===== src/hdl/serial_port_pkg.sv =====
package serial_port_pkg;

  // ----------------------------------------------------------------
  // register indices (byte address is four times the index)
  // ----------------------------------------------------------------
  localparam logic [15:0] IDX_PORT1_DIRECTION  = 16'hFF21;
  localparam logic [15:0] IDX_SERIAL_MODE      = 16'hFF80;
  localparam logic [15:0] IDX_CLOCK_SELECT     = 16'hFF81;
  localparam logic [15:0] IDX_TRANSMIT_BUFFER  = 16'hFF82;
  localparam logic [15:0] IDX_SHIFT_REGISTER   = 16'hFF83;
  localparam logic [15:0] IDX_PORT1_LATCH      = 16'hFF01;

  // ----------------------------------------------------------------
  // field positions
  // ----------------------------------------------------------------
  localparam int MODE_PORT_ENABLE      = 7;
  localparam int MODE_TXRX_SELECT      = 6;
  localparam int MODE_BIT_ORDER        = 4;
  localparam int MODE_ACTIVE_FLAG      = 0;
  localparam int CSEL_CLOCK_POLARITY   = 4;
  localparam int CSEL_DATA_PHASE       = 3;
  localparam int CSEL_SOURCE_HI        = 2;
  localparam int CSEL_SOURCE_LO        = 0;
  localparam int PIN_CLOCK             = 0;
  localparam int PIN_INPUT             = 1;
  localparam int PIN_OUTPUT            = 2;

  // ----------------------------------------------------------------
  // reset values and codes
  // ----------------------------------------------------------------
  localparam logic [7:0] RST_PORT1_DIRECTION = 8'hFF;
  localparam logic [7:0] RST_PORT1_LATCH     = 8'h00;
  localparam logic [7:0] RST_SERIAL_MODE     = 8'h00;
  localparam logic [7:0] RST_CLOCK_SELECT    = 8'h00;
  localparam logic [7:0] RST_SHIFT_REGISTER  = 8'h00;
  localparam logic [7:0] RST_TRANSMIT_BUFFER = 8'h00;
  localparam logic [2:0] CKS_SLAVE           = 3'h7;
  localparam logic [3:0] LAST_EDGE           = 4'hF;

  typedef enum logic [0:0] {
    XFER_IDLE,
    XFER_SHIFT
  } xfer_state_t;

endpackage


===== src/hdl/shift_link_if.sv =====
`timescale 1ns/1ps

// control and tick between the port logic and its clock divider
interface shift_link_if;
  logic       run;
  logic [2:0] cks;
  logic       half_tick;

  modport gen (input run, input cks, output half_tick);
  modport ctl (output run, output cks, input half_tick);
endinterface


===== src/hdl/serial_clock_divider.sv =====
`timescale 1ns/1ps

// ------------------------------------------------------------------
// master clock divider: one tick per half period of pclk / 2^(cks+1)
// ------------------------------------------------------------------
module serial_clock_divider
  import serial_port_pkg::*;
#(
  parameter int CNT_W = 7
) (
  // clock and reset
  input  wire logic   pclk,
  input  wire logic   presetn,
  // link to the port logic
  shift_link_if.gen   link
);

  typedef struct packed {
    logic [CNT_W-1:0] cnt;
    logic             tick;
  } div_state_t;

  div_state_t s_ff;
  div_state_t nxt_s;

  // half period of 2^cks pclk cycles; counter restarts whenever the
  // engine stops so the first edge of a frame is always a full half
  always_comb begin
    nxt_s      = s_ff;
    nxt_s.tick = 1'b0;
    if (!link.run) begin
      nxt_s.cnt = '0;
    end else if (nxt_s.cnt == CNT_W'((1 << link.cks) - 1)) begin
      nxt_s.cnt  = '0;
      nxt_s.tick = 1'b1;
    end else begin
      nxt_s.cnt = s_ff.cnt + 1'b1;
    end
  end

  always_ff @(posedge pclk or negedge presetn) begin
    if (!presetn) begin
      s_ff <= '0;
    end else begin
      s_ff <= nxt_s;
    end
  end

  assign link.half_tick = s_ff.tick;

endmodule // serial_clock_divider


===== src/hdl/three_wire_serial_port.sv =====
`timescale 1ns/1ps

// Summary of operation
// - enabled and transmit/receive mode: transmit buffer write starts a transfer
// - one 8-bit shift register serialises out and deserialises in
// - receive-only mode: reading the shift register starts a transfer
// - each received bit is taken from the serial input pin
// - after reset shift register is 00; transmit buffer also resets to 00
// - mode register is byte writable and resets to 00
// - enable 0 stops the port and clears status flag and shift register
// - mode 0 is receive only with output low; mode 1 is full duplex
// - status flag is read only and shows a transfer in progress
// - clock select resets to 00, phase type 1
// - polarity and phase bits pick one of four timing types
// - source codes 0-6 divide pclk by 2..128; code 7 takes external clock
// - direction bit 0 makes output, 1 makes input; resets to FF
// - when disabled no serial traffic and pins are plain port pins
// - status set at start; after eight bits done pulse and status cleared
// - bits move in step with the serial clock, eight per unit

module three_wire_serial_port
  import serial_port_pkg::*;
#(
  parameter int ADDR_W = 18,
  parameter int CNT_W  = 7
) (
  // apb clock and reset
  input  wire logic              pclk,
  input  wire logic              presetn,
  // apb slave
  input  wire logic              psel,
  input  wire logic              penable,
  input  wire logic              pwrite,
  input  wire logic [ADDR_W-1:0] paddr,
  input  wire logic [31:0]       pwdata,
  output logic      [31:0]       prdata,
  output logic                   pready,
  output logic                   pslverr,
  // port 1 pins: bit 0 clock, bit 1 serial in, bit 2 serial out
  input  wire logic [7:0]        p1_in,
  output logic      [7:0]        p1_out,
  output logic      [7:0]        p1_oe,
  // completion pulse of an eight bit transfer
  output logic                   transfer_done
);

  // ----------------------------------------------------------------
  // state
  // ----------------------------------------------------------------
  typedef struct packed {
    logic [7:0]  dir;
    logic [7:0]  latch;
    logic        en;
    logic        trmd;
    logic        lsb;
    logic        ckp;
    logic        dap;
    logic [2:0]  cks;
    logic [7:0]  txbuf;
    logic [7:0]  shreg;
    logic [3:0]  edges;
    logic        sck;
    logic        sout;
    logic        sck_prev;
    xfer_state_t st;
    logic [31:0] prdata;
    logic        pready;
    logic        pslverr;
    logic [7:0]  pin_out;
    logic [7:0]  pin_oe;
    logic        done;
  } port_state_t;

  port_state_t s_ff;
  port_state_t nxt_s;

  shift_link_if link ();

  // ----------------------------------------------------------------
  // helpers
  // ----------------------------------------------------------------
  // outgoing end of the shift register for the chosen bit order
  function automatic logic out_bit(input logic lsb, input logic [7:0] sh);
    out_bit = lsb ? sh[0] : sh[7];
  endfunction

  // shift one bit in at the far end from the outgoing one
  function automatic logic [7:0] shift_in(input logic lsb, input logic [7:0] sh,
                                          input logic si);
    shift_in = lsb ? {si, sh[7:1]} : {sh[6:0], si};
  endfunction

  // ----------------------------------------------------------------
  // bus decode
  // ----------------------------------------------------------------
  logic [15:0] idx;
  logic        mapped;
  logic        setup;
  logic        access_ok;
  logic        wr;
  logic        rd;
  logic [7:0]  mode_rd;
  logic [7:0]  csel_rd;
  logic [7:0]  rd_byte;

  // index is the word address; low two address bits must be zero
  assign idx = paddr[17:2];
  assign setup = psel && !penable;
  assign access_ok = psel && penable && s_ff.pready && !s_ff.pslverr;
  assign wr = access_ok && pwrite;
  assign rd = access_ok && !pwrite;

  always_comb begin
    mapped = (paddr[1:0] == 2'h0) &&
             (idx == IDX_PORT1_DIRECTION || idx == IDX_SERIAL_MODE ||
              idx == IDX_CLOCK_SELECT || idx == IDX_TRANSMIT_BUFFER ||
              idx == IDX_SHIFT_REGISTER || idx == IDX_PORT1_LATCH);
  end

  // reserved bits read as zero; status flag reflects the engine state
  always_comb begin
    mode_rd = 8'h00;
    mode_rd[MODE_PORT_ENABLE] = s_ff.en;
    mode_rd[MODE_TXRX_SELECT] = s_ff.trmd;
    mode_rd[MODE_BIT_ORDER]   = s_ff.lsb;
    mode_rd[MODE_ACTIVE_FLAG] = (s_ff.st == XFER_SHIFT);
    csel_rd = 8'h00;
    csel_rd[CSEL_CLOCK_POLARITY] = s_ff.ckp;
    csel_rd[CSEL_DATA_PHASE]     = s_ff.dap;
    csel_rd[CSEL_SOURCE_HI:CSEL_SOURCE_LO] = s_ff.cks;
  end

  always_comb begin
    case (idx)
      IDX_PORT1_DIRECTION: rd_byte = s_ff.dir;
      IDX_PORT1_LATCH:     rd_byte = s_ff.latch;
      IDX_SERIAL_MODE:     rd_byte = mode_rd;
      IDX_CLOCK_SELECT:    rd_byte = csel_rd;
      IDX_TRANSMIT_BUFFER: rd_byte = s_ff.txbuf;
      IDX_SHIFT_REGISTER:  rd_byte = s_ff.shreg;
      default:             rd_byte = 8'h00;
    endcase
  end

  // ----------------------------------------------------------------
  // serial clock edges
  // ----------------------------------------------------------------
  logic master;
  logic idle_lvl;
  logic busy;
  logic act_now;
  logic act_prev;
  logic lead;
  logic trail;
  logic sample;
  logic drive;

  assign master   = (s_ff.cks != CKS_SLAVE);
  assign idle_lvl = ~s_ff.ckp;
  assign busy     = (s_ff.st == XFER_SHIFT);
  // slave clock is "active" when away from its idle level
  assign act_now  = p1_in[PIN_CLOCK] ^ idle_lvl;
  assign act_prev = s_ff.sck_prev ^ idle_lvl;

  always_comb begin
    if (master) begin
      lead  = busy && link.half_tick && (s_ff.sck == idle_lvl);
      trail = busy && link.half_tick && (s_ff.sck != idle_lvl);
    end else begin
      lead  = busy && act_now && !act_prev;
      trail = busy && !act_now && act_prev;
    end
  end

  // phase bit picks whether data is sampled on the leading or trailing
  // edge; the opposite edge presents the next bit
  assign sample = s_ff.dap ? lead : trail;
  assign drive  = s_ff.dap ? trail : lead;

  assign link.run = busy && master;
  assign link.cks = s_ff.cks;

  serial_clock_divider #(
    .CNT_W (CNT_W)
  ) u_divider (
    .pclk    (pclk),
    .presetn (presetn),
    .link    (link.gen)
  );

  // ----------------------------------------------------------------
  // next state
  // ----------------------------------------------------------------
  always_comb begin
    nxt_s = s_ff;
    nxt_s.done = 1'b0;
    nxt_s.sck_prev = p1_in[PIN_CLOCK];

    // no wait state: read data and error are prepared in the setup
    // cycle so every bus output leaves a flip-flop
    nxt_s.pready  = setup;
    nxt_s.pslverr = setup && !mapped;
    nxt_s.prdata  = setup ? {24'h000000, rd_byte} : 32'h00000000;

    // register writes take effect at the completing access edge
    if (wr) begin
      case (idx)
        IDX_PORT1_DIRECTION: nxt_s.dir = pwdata[7:0];
        IDX_PORT1_LATCH:     nxt_s.latch = pwdata[7:0];
        IDX_SERIAL_MODE: begin
          nxt_s.en   = pwdata[MODE_PORT_ENABLE];
          nxt_s.trmd = pwdata[MODE_TXRX_SELECT];
          nxt_s.lsb  = pwdata[MODE_BIT_ORDER];
        end
        IDX_CLOCK_SELECT: begin
          nxt_s.ckp = pwdata[CSEL_CLOCK_POLARITY];
          nxt_s.dap = pwdata[CSEL_DATA_PHASE];
          nxt_s.cks = pwdata[CSEL_SOURCE_HI:CSEL_SOURCE_LO];
        end
        IDX_TRANSMIT_BUFFER: begin
          nxt_s.txbuf = pwdata[7:0];
          // a write during a transfer only updates the buffer
          if (s_ff.en && s_ff.trmd && !busy) begin
            nxt_s.st    = XFER_SHIFT;
            nxt_s.shreg = pwdata[7:0];
            nxt_s.edges = 4'h0;
            nxt_s.sout  = out_bit(s_ff.lsb, pwdata[7:0]);
          end
        end
        default: begin
        end
      endcase
    end

    // receive-only start: the old contents are returned first
    if (rd && idx == IDX_SHIFT_REGISTER && s_ff.en && !s_ff.trmd && !busy) begin
      nxt_s.st    = XFER_SHIFT;
      nxt_s.edges = 4'h0;
    end

    // engine: each clock edge is counted, sixteen make eight bits
    case (s_ff.st)
      XFER_IDLE: begin
        nxt_s.sck = idle_lvl;
      end
      XFER_SHIFT: begin
        if (lead || trail) begin
          if (master) begin
            nxt_s.sck = ~s_ff.sck;
          end
          if (sample) begin
            nxt_s.shreg = shift_in(s_ff.lsb, s_ff.shreg, p1_in[PIN_INPUT]);
          end
          if (drive) begin
            nxt_s.sout = out_bit(s_ff.lsb, sample ? nxt_s.shreg : s_ff.shreg);
          end
          if (s_ff.edges == LAST_EDGE) begin
            // clock parks at its idle level after the eighth bit
            nxt_s.st   = XFER_IDLE;
            nxt_s.done = 1'b1;
          end else begin
            nxt_s.edges = s_ff.edges + 4'h1;
          end
        end
      end
      default: begin
        nxt_s.st = XFER_IDLE;
      end
    endcase

    // disable clears the engine at the same edge as the write, so a
    // stuck slave frame can always be abandoned by software
    if (!nxt_s.en) begin
      nxt_s.st    = XFER_IDLE;
      nxt_s.shreg = RST_SHIFT_REGISTER;
      nxt_s.edges = 4'h0;
      nxt_s.sck   = ~nxt_s.ckp;
      nxt_s.sout  = 1'b0;
      nxt_s.done  = 1'b0;
    end

    // pins: direction gates drivers, serial function muxed when enabled
    nxt_s.pin_oe  = ~nxt_s.dir;
    nxt_s.pin_out = nxt_s.latch;
    if (nxt_s.en) begin
      if (nxt_s.cks != CKS_SLAVE) begin
        nxt_s.pin_out[PIN_CLOCK] = nxt_s.sck;
      end
      nxt_s.pin_out[PIN_OUTPUT] = nxt_s.trmd & nxt_s.sout;
    end
  end

  // ----------------------------------------------------------------
  // registers
  // ----------------------------------------------------------------
  always_ff @(posedge pclk or negedge presetn) begin
    if (!presetn) begin
      s_ff.dir      <= RST_PORT1_DIRECTION;
      s_ff.latch    <= RST_PORT1_LATCH;
      s_ff.en       <= RST_SERIAL_MODE[MODE_PORT_ENABLE];
      s_ff.trmd     <= RST_SERIAL_MODE[MODE_TXRX_SELECT];
      s_ff.lsb      <= RST_SERIAL_MODE[MODE_BIT_ORDER];
      s_ff.ckp      <= RST_CLOCK_SELECT[CSEL_CLOCK_POLARITY];
      s_ff.dap      <= RST_CLOCK_SELECT[CSEL_DATA_PHASE];
      s_ff.cks      <= RST_CLOCK_SELECT[CSEL_SOURCE_HI:CSEL_SOURCE_LO];
      s_ff.txbuf    <= RST_TRANSMIT_BUFFER;
      s_ff.shreg    <= RST_SHIFT_REGISTER;
      s_ff.edges    <= 4'h0;
      s_ff.sck      <= 1'b1;
      s_ff.sout     <= 1'b0;
      s_ff.sck_prev <= 1'b1;
      s_ff.st       <= XFER_IDLE;
      s_ff.prdata   <= 32'h00000000;
      s_ff.pready   <= 1'b0;
      s_ff.pslverr  <= 1'b0;
      s_ff.pin_out  <= RST_PORT1_LATCH;
      s_ff.pin_oe   <= 8'h00;
      s_ff.done     <= 1'b0;
    end else begin
      s_ff <= nxt_s;
    end
  end

  // ----------------------------------------------------------------
  // outputs
  // ----------------------------------------------------------------
  assign prdata        = s_ff.prdata;
  assign pready        = s_ff.pready;
  assign pslverr       = s_ff.pslverr;
  assign p1_out        = s_ff.pin_out;
  assign p1_oe         = s_ff.pin_oe;
  assign transfer_done = s_ff.done;

endmodule // three_wire_serial_port


===== config.mk =====
export PLATFORM = sky130hd
export DESIGN_NAME = three_wire_serial_port
export DESIGN_NICKNAME = d
export VERILOG_FILES = /design/src/hdl/serial_port_pkg.sv /design/src/hdl/shift_link_if.sv /design/src/hdl/serial_clock_divider.sv /design/src/hdl/three_wire_serial_port.sv
export SDC_FILE = /design/constraint.sdc
export NUM_CORES = 1
export LEC_CHECK = 0
export BUFFER_PORTS_ARGS = -buffer_cell sky130_fd_sc_hd__buf_2
export CORE_MARGIN = 4
export CORE_UTILIZATION = 40
export DETAILED_ROUTE_END_ITERATION = 8
export GPL_TIMING_DRIVEN = 0
export MAX_ROUTING_LAYER = met4
export PLACE_DENSITY_LB_ADDON = 0.3
export SLEW_MARGIN = 20
export SYNTH_ARGS = -nofsm -noshare
export SYNTH_HDL_FRONTEND = slang
export SYNTH_SLANG_ARGS = --single-unit
export TNS_END_PERCENT = 1

===== constraint.sdc =====
create_clock -name pclk -period 2.61 [get_ports pclk]
set_clock_uncertainty 0.1 [all_clocks]
set_input_delay 0.261 -clock pclk [delete_from_list [all_inputs] [get_ports pclk]]
set_output_delay 0.261 -clock pclk [all_outputs]
set_load 0.05 [all_outputs]

==> flow_metrics.tcl, run 1 <==
set metrics [dict create \
    status "finished clean" \
    clkSlewWorstSetupHoldPaths_ps 100 \
    stdcell_area_um2 5142 \
    synth.yosys.warnings 0 \
    cp_num_buf_inv 2 \
    synth-seq-cells 77 \
    seqCellArea_um2 1939 \
    h-tree-depth 3 \
    first_global_vias 3160 \
    slowest_delay_ps 560 \
    yosysSeqAreaShare_pct 45.56 \
    firstDrtPassIters 4 \
    filler_cell_count 979 \
    layout-drive-gt1-share_pct 39.44 \
    insertion_delay_ps 350 \
    die_h_um 111.2 \
    min_from "pwdata[5]" \
    core_um2 10320 \
    io_pins 114 \
    via_per_inst 5.013 \
    clock_power_share_pct 43.9 \
    async_reset_ff_share_pct 100.0 \
    leakagePower_nw 2.423 \
    fin_crit_sh_pct 98.32 \
    nets 557 \
    pwr-share-seq_pct 47.5 \
    hold_class "input port to flop" \
    worstPathRequired_ps 2740 \
    dpl.hpwl_um 7030 \
    rr_startpoint "busy$_DFF_PN0_" \
    worst_pin_slew_ps 724.7 \
    p_sw_uw 618.8 \
    numCtsBuffers 9 \
    fmax_mhz 389.7 \
    vdd_drop_max_v 0.0002811 \
    syn-cell-area_um2 4257 \
    track_usage_pct 15.94 \
    placed_cell_area_um2 4837 \
    die_w_um 111.2 \
    synth_ff_type "dfrtp_1" \
    hold_viol_final 0 \
    comb_power_share_pct 8.5 \
    post_drt_wl_per_cell_um 14.80 \
    syn_inst 396 \
    clk_path_buf_depth 2 \
    relSlewSlack_pct 51.69 \
    num_vias 3173 \
    drc 0 \
    multi_input_comb_area_um2 1949 \
    end_kind "flop" \
    worstPathCellList "buf_2, or4_4, or4_1, buf_4, nor3_4, mux2_4, mux2i_4, o21ai_2" \
    syn_area_per_cell_um2 10.75 \
    diodes 0 \
    startpoint_type "input port" \
    critical_path_arrival_ps 2700 \
    rsz0062_at_grt "true" \
    worstPathMaxFanout 8 \
    drv_cap 0 \
    numPortBuffers 59 \
    grt_pass1_wl_um 15680 \
    swShare_pct 24.57 \
    dp.cells 615 \
    grt_overflow_total 0 \
    setup_violations 0 \
    final_common_cell "dfrtp_1" \
    die_area_um2 12360 \
    path_delay_family "simple AND/OR/NAND/NOR gates" \
    drt_iter0_drc 115 \
    drv_slew 0 \
    gp_congestion 0.8973 \
    final_cells 633 \
    min_period_ps 2566 \
    synth_edf_count 0 \
    crit_start "paddr[5]" \
    cts_tree "yes" \
    clock_sinks 77 \
    num_rows 37 \
    cts_root_buffer "clkbuf_8" \
    intPower_mw 1.900 \
    criticalPathCategory "input port to flop" \
    grt_start_max_net_pins 44 \
    drtAntennaViolNets 0 \
    crit_slowest_cell "or4_4" \
    drt_wl_total_um 9369 \
    power_mw 2.519 \
    final_cell_mix "dfrtp_1 (67), buf_2 (63), buf_4 (51), mux2_2 (36), nor2_1 (35)" \
    antenna_found_initial 0 \
    area_delta_synth_final_pct 20.81 \
    powerDensity_nw_per_um2 489.8 \
    start_util_pct 41.23 \
    synth_cell_types 60 \
]
## layer usage
layer  global-route usage [%]  vias to the layer above  routed length [um]
met1                    20.87                     1537                4230
met4                    5.191                        0                 121
li1                         -                     1530                   -
met3                    3.657                       12                 641
met2                    24.68                       94                4375
met5                        -                        -                   0
## cells by family after synthesis
logic type               share of synthesized area, %
flip-flops                                      45.56
buffers and inverters                           11.70
AND/OR/NAND/NOR                                 14.76
XOR/XNOR                                        2.058
other                                         0.08810
AO/OA/AOI/OAI                                   9.112
multiplexers                                    16.14
adder cells (fa/ha/maj)                        0.5878
## sequential cells by signal, summed over array words and instances, names as in the netlist
| register | count |
|---|---|
| prdata | 8 |
| pready | 1 |
| pslverr | 1 |
| busy | 1 |
| u_divider.link.half_tick | 1 |
| p1_oe | 8 |
| csel_rd | 2 |
| p1_out | 7 |
| mode_rd | 3 |
| transfer_done | 1 |
| link.cks | 3 |
| u_divider.s_ff | 7 |
| s_ff | 34 |
## synth_stat cells (all sizes together), types with 2 or more instances
master	count	area share, %
nand2	12	1.1
and2	3	0.44
xnor2	6	1.2
and3b	2	0.41
inv	13	1.1
nand2b	5	0.73
dfrtp	67	39
nor4	4	0.73
dfstp	10	6.2
o22a	4	0.82
nor3b	3	0.79
mux4	3	1.6
a22oi	6	1.1
nor2	36	3.2
nor3	9	1.3
or3	2	0.29
nand4	6	0.88
mux2i	18	4.3
nor2b	7	1.0
o22ai	7	1.0
xor2	4	0.82
buf	58	9.8
clkbuf	8	0.71
a211oi	12	2.2
a32oi	2	0.41
nand3	9	1.1
mux2	38	10
ha	2	0.59
a21oi	11	1.3
or4	2	0.44
nand3b	2	0.35
o21ai	5	0.68
and3	6	0.88
## area by class of cell
class	instances	area share [%]
inverter	13	0.9489
multi-input combinational	263	37.91
clock buffer	9	2.409
sequential	77	37.71
buffer	66	8.759
timing repair buffer	62	6.569
tap	136	3.309
clock inverter	7	2.384
## what timing repair did
action | in CTS | in global routing
resized for setup | 2 | 5
pin swaps | 0 | 0
hold buffers | 2 | 0
buffers inserted | 0 | 0
hold endpoints to repair | 30 | 0
gates cloned | 0 | 0
setup endpoints to repair | 11 | 11
## power by group through the flow
stage | logic [mW] | clock network, mW | registers, mW
finish | 0.215 | 1.11 | 1.20
global route | 0.233 | 1.19 | 1.20
CTS | 0.216 | 1.13 | 1.20
detailed placement | 0.213 | 0 | 1.22
global placement | 0.207 | 0 | 1.22
floorplan | 0.132 | 0 | 1.23
## final timing paths
| check | endpoint | slack (ps) | cells past startpoint |
|---|---|---|---|
| worst min-delay path | p1_out[5]$_DFFE_PN0P_ | 90 | 2 |
| max in group asynchronous | s_ff[97]$_DFF_PN1_ | 1470 | 3 |
| worst max register to register | p1_out[2]$_DFF_PN0_ | 120 | 7 |
| worst min register to register | u_divider.s_ff[1]$_DFF_PN0_ | 410 | 1 |
| min in group asynchronous | p1_oe[1]$_DFF_PN0_ | 310 | 2 |
| worst max-delay path | p1_out[2]$_DFF_PN0_ | 40 | 8 |
## per-stage QoR
stage               worst slack, ps  setup TNS (ps)  utilization, %  hold WS (ps)
floorplan                     27.03               0               -        -134.6
global placement             -589.5          -10430           46.64         309.3
detailed placement           -524.2           -9190           46.85         147.6
CTS                           7.966               0           49.61         83.14
global route                 -13.40          -18.45           49.81         86.91
finish                        43.81               0           49.81         85.43
Power figures use the tool's default switching activity.
==> inputs of run 2 (changes only) <==
--- a/config.mk
+++ b/config.mk
@@ -12,6 +12,7 @@
 export GPL_TIMING_DRIVEN = 0
 export MAX_ROUTING_LAYER = met4
 export PLACE_DENSITY_LB_ADDON = 0.3
+export SETUP_SLACK_MARGIN = 0.4
 export SLEW_MARGIN = 20
 export SYNTH_ARGS = -nofsm -noshare
 export SYNTH_HDL_FRONTEND = slang
==> run 2 against run 1 <==
Sequential cell count is the same; sequential share of layout area decreased by 1.4 points; largest cell class unchanged; design area up 3.8%; clock power increased by 9%; critical path type unchanged; worst setup slack gained 200 ps; global-route usage is 0.59 points higher; combinational power up 3%; first-iteration DRC count grew 53%; wire length is 5.5% higher; count of clock-buffer cells in the layout is the same.
==> flow_metrics.tcl, run 2 (synthesized netlist as in run 1, its figures left out) <==
set metrics [dict create \
    criticalPathCategory "input port to flop" \
    intPower_mw 2.001 \
    rsz0062_at_grt "true" \
    relSlewSlack_pct 51.38 \
    power_mw 2.629 \
    layout-drive-gt1-share_pct 43.33 \
    final_common_cell "dfrtp_1" \
    numPortBuffers 59 \
    gp_congestion 0.8982 \
    crit_path_end "s_ff[71]$_DFFE_PN0P_" \
    final_cells 646 \
    first_global_vias 3208 \
    leakagePower_nw 2.545 \
    setup_violations 0 \
    area_delta_synth_final_pct 25.46 \
    drtAntennaViolNets 0 \
    min_period_ps 2368 \
    core_um2 10320 \
    post_drt_wl_per_cell_um 15.30 \
    critical_path_arrival_ps 2520 \
    clock_power_share_pct 46.1 \
    worst_pin_slew_ps 729.3 \
    nets 570 \
    clk_path_buf_depth 2 \
    grt_overflow_total 0 \
    swShare_pct 23.89 \
    cts_tree "yes" \
    drc 0 \
    drt_iter0_drc 176 \
    numCtsBuffers 9 \
    drt_wl_total_um 9884 \
    die_area_um2 12360 \
    drv_slew 0 \
    start_util_pct 41.23 \
    grt_pass1_wl_um 16190 \
    crit_start "paddr[5]" \
    worstPathRequired_ps 2760 \
    diodes 0 \
    clock_sinks 77 \
    ff2ff_path_depth 6 \
    fin_crit_sh_pct 90.73 \
    dpl.hpwl_um 6922 \
    die_h_um 111.2 \
    dp.cells 615 \
    r2r_end "p1_out[2]$_DFF_PN0_" \
    io_pins 114 \
    largest_reg_flops 34 \
    hold_viol_final 0 \
    rr_startpoint "s_ff[54]$_DFF_PN1_" \
    fmax_mhz 422.3 \
    filler_cell_count 924 \
    antenna_found_initial 0 \
    via_per_inst 5.088 \
    end_kind "flop" \
    pwr-share-seq_pct 45.5 \
    timing.setup.tns_ps 0 \
    post-route-util_pct 51.73 \
    status "finished clean" \
    die_w_um 111.2 \
    stdcell_area_um2 5340 \
    firstDrtPassIters 4 \
    h-tree-depth 3 \
    cts_root_buffer "clkbuf_8" \
    largest-register "s_ff" \
    startpoint_type "input port" \
    p_sw_uw 628.2 \
    worstPathMaxFanout 8 \
    hold_class "input port to flop" \
    vdd_drop_max_v 0.0004406 \
    clkSlewWorstSetupHoldPaths_ps 90 \
    grt_start_max_net_pins 47 \
    placed_cell_area_um2 4852 \
    num_vias 3287 \
    track_usage_pct 16.53 \
    num_rows 37 \
    reg2reg_slack_ps 270 \
    comb_power_share_pct 8.4 \
    final_cell_mix "dfrtp_1 (67), buf_4 (62), buf_2 (60), mux2_2 (36), nor2_1 (35)" \
    powerDensity_nw_per_um2 492.3 \
    drv_cap 0 \
    insertion_delay_ps 360 \
]
run 2: cell types whose count changed in the layout (fill, tap and decap cells not counted), moves of 2 or more:
cell and delta:
buf_4 +11, clkbuf_4 +2, clkbuf_2 +3, and3_1 -2, clkbuf_1 -4, clkinvlp_4 -2
buf_6 +4, buf_2 -3
run 2: per-stage QoR:
stage,setup slack [ps],hold slack [ps]
after floorplan,34.95,-134.6
after detailed placement,-626.8,134.1
after global routing,147.6,81.10
after global placement,-600.2,309.1
final,242.0,65.36
after CTS,264.5,60.45
run 2: layout make-up:
class | instances | area (um^2) | share of cell area, %
Sequential cell | 77 | 1939 | 36.32
Clock inverter | 7 | 146.4 | 2.741
Multi-Input combinational cell | 263 | 1988 | 37.23
Inverter | 13 | 48.80 | 0.9138
Buffer | 66 | 476.7 | 8.927
Timing Repair Buffer | 75 | 446.7 | 8.365
Tap cell | 136 | 170.2 | 3.187
Clock buffer | 9 | 123.9 | 2.320
run 2: critical path, cell delays in order:
cell     delay (ps)
buf_2            90
or4_4           570
or4_4           530
buf_6           160
nor3b_4         220
and2_4          190
buf_4           150
mux2_2          330
run 2: worst min path at each step:
stage / slack (ps) / from / to / depth (start not counted)
finish: 70 / paddr[0] / pslverr$_DFF_PN0_ / 3
floorplan: -130 / presetn / busy$_DFF_PN0_ / 0
global placement: 310 / p1_in[0] / s_ff[52]$_DFF_PN1_ / 1
CTS: 60 / paddr[0] / pslverr$_DFF_PN0_ / 3
global route: 80 / pwdata[5] / p1_out[5]$_DFFE_PN0P_ / 2
detailed placement: 130 / presetn / p1_oe[3]$_DFF_PN0_ / 1
run 2: repair_timing:
action / in CTS / in global routing
gates resized for setup: 14 / 16
pin swaps: 8 / 8
cloned: 0 / 1
hold buffers: 2 / 0
endpoints found under the hold margin: 27 / 0
setup buffers: 9 / 3
setup endpoints to repair: 55 / 45
run 2: per-layer routing:
layer / vias to the layer above / wire length [um] / global-route usage (%)
met5: - / 0 / -
met2: 110 / 4602 / 25.65
met3: 19 / 605 / 3.821
met4: 0 / 187 / 5.191
met1: 1600 / 4489 / 21.66
li1: 1558 / - / -
run 2: power by group through the flow:
stage | clock [mW] | combinational, mW | sequential, mW
after detailed placement | 0 | 0.214 | 1.22
after CTS | 1.24 | 0.220 | 1.20
after floorplan | 0 | 0.133 | 1.23
after global placement | 0 | 0.207 | 1.22
final | 1.21 | 0.221 | 1.20
after global routing | 1.28 | 0.238 | 1.20
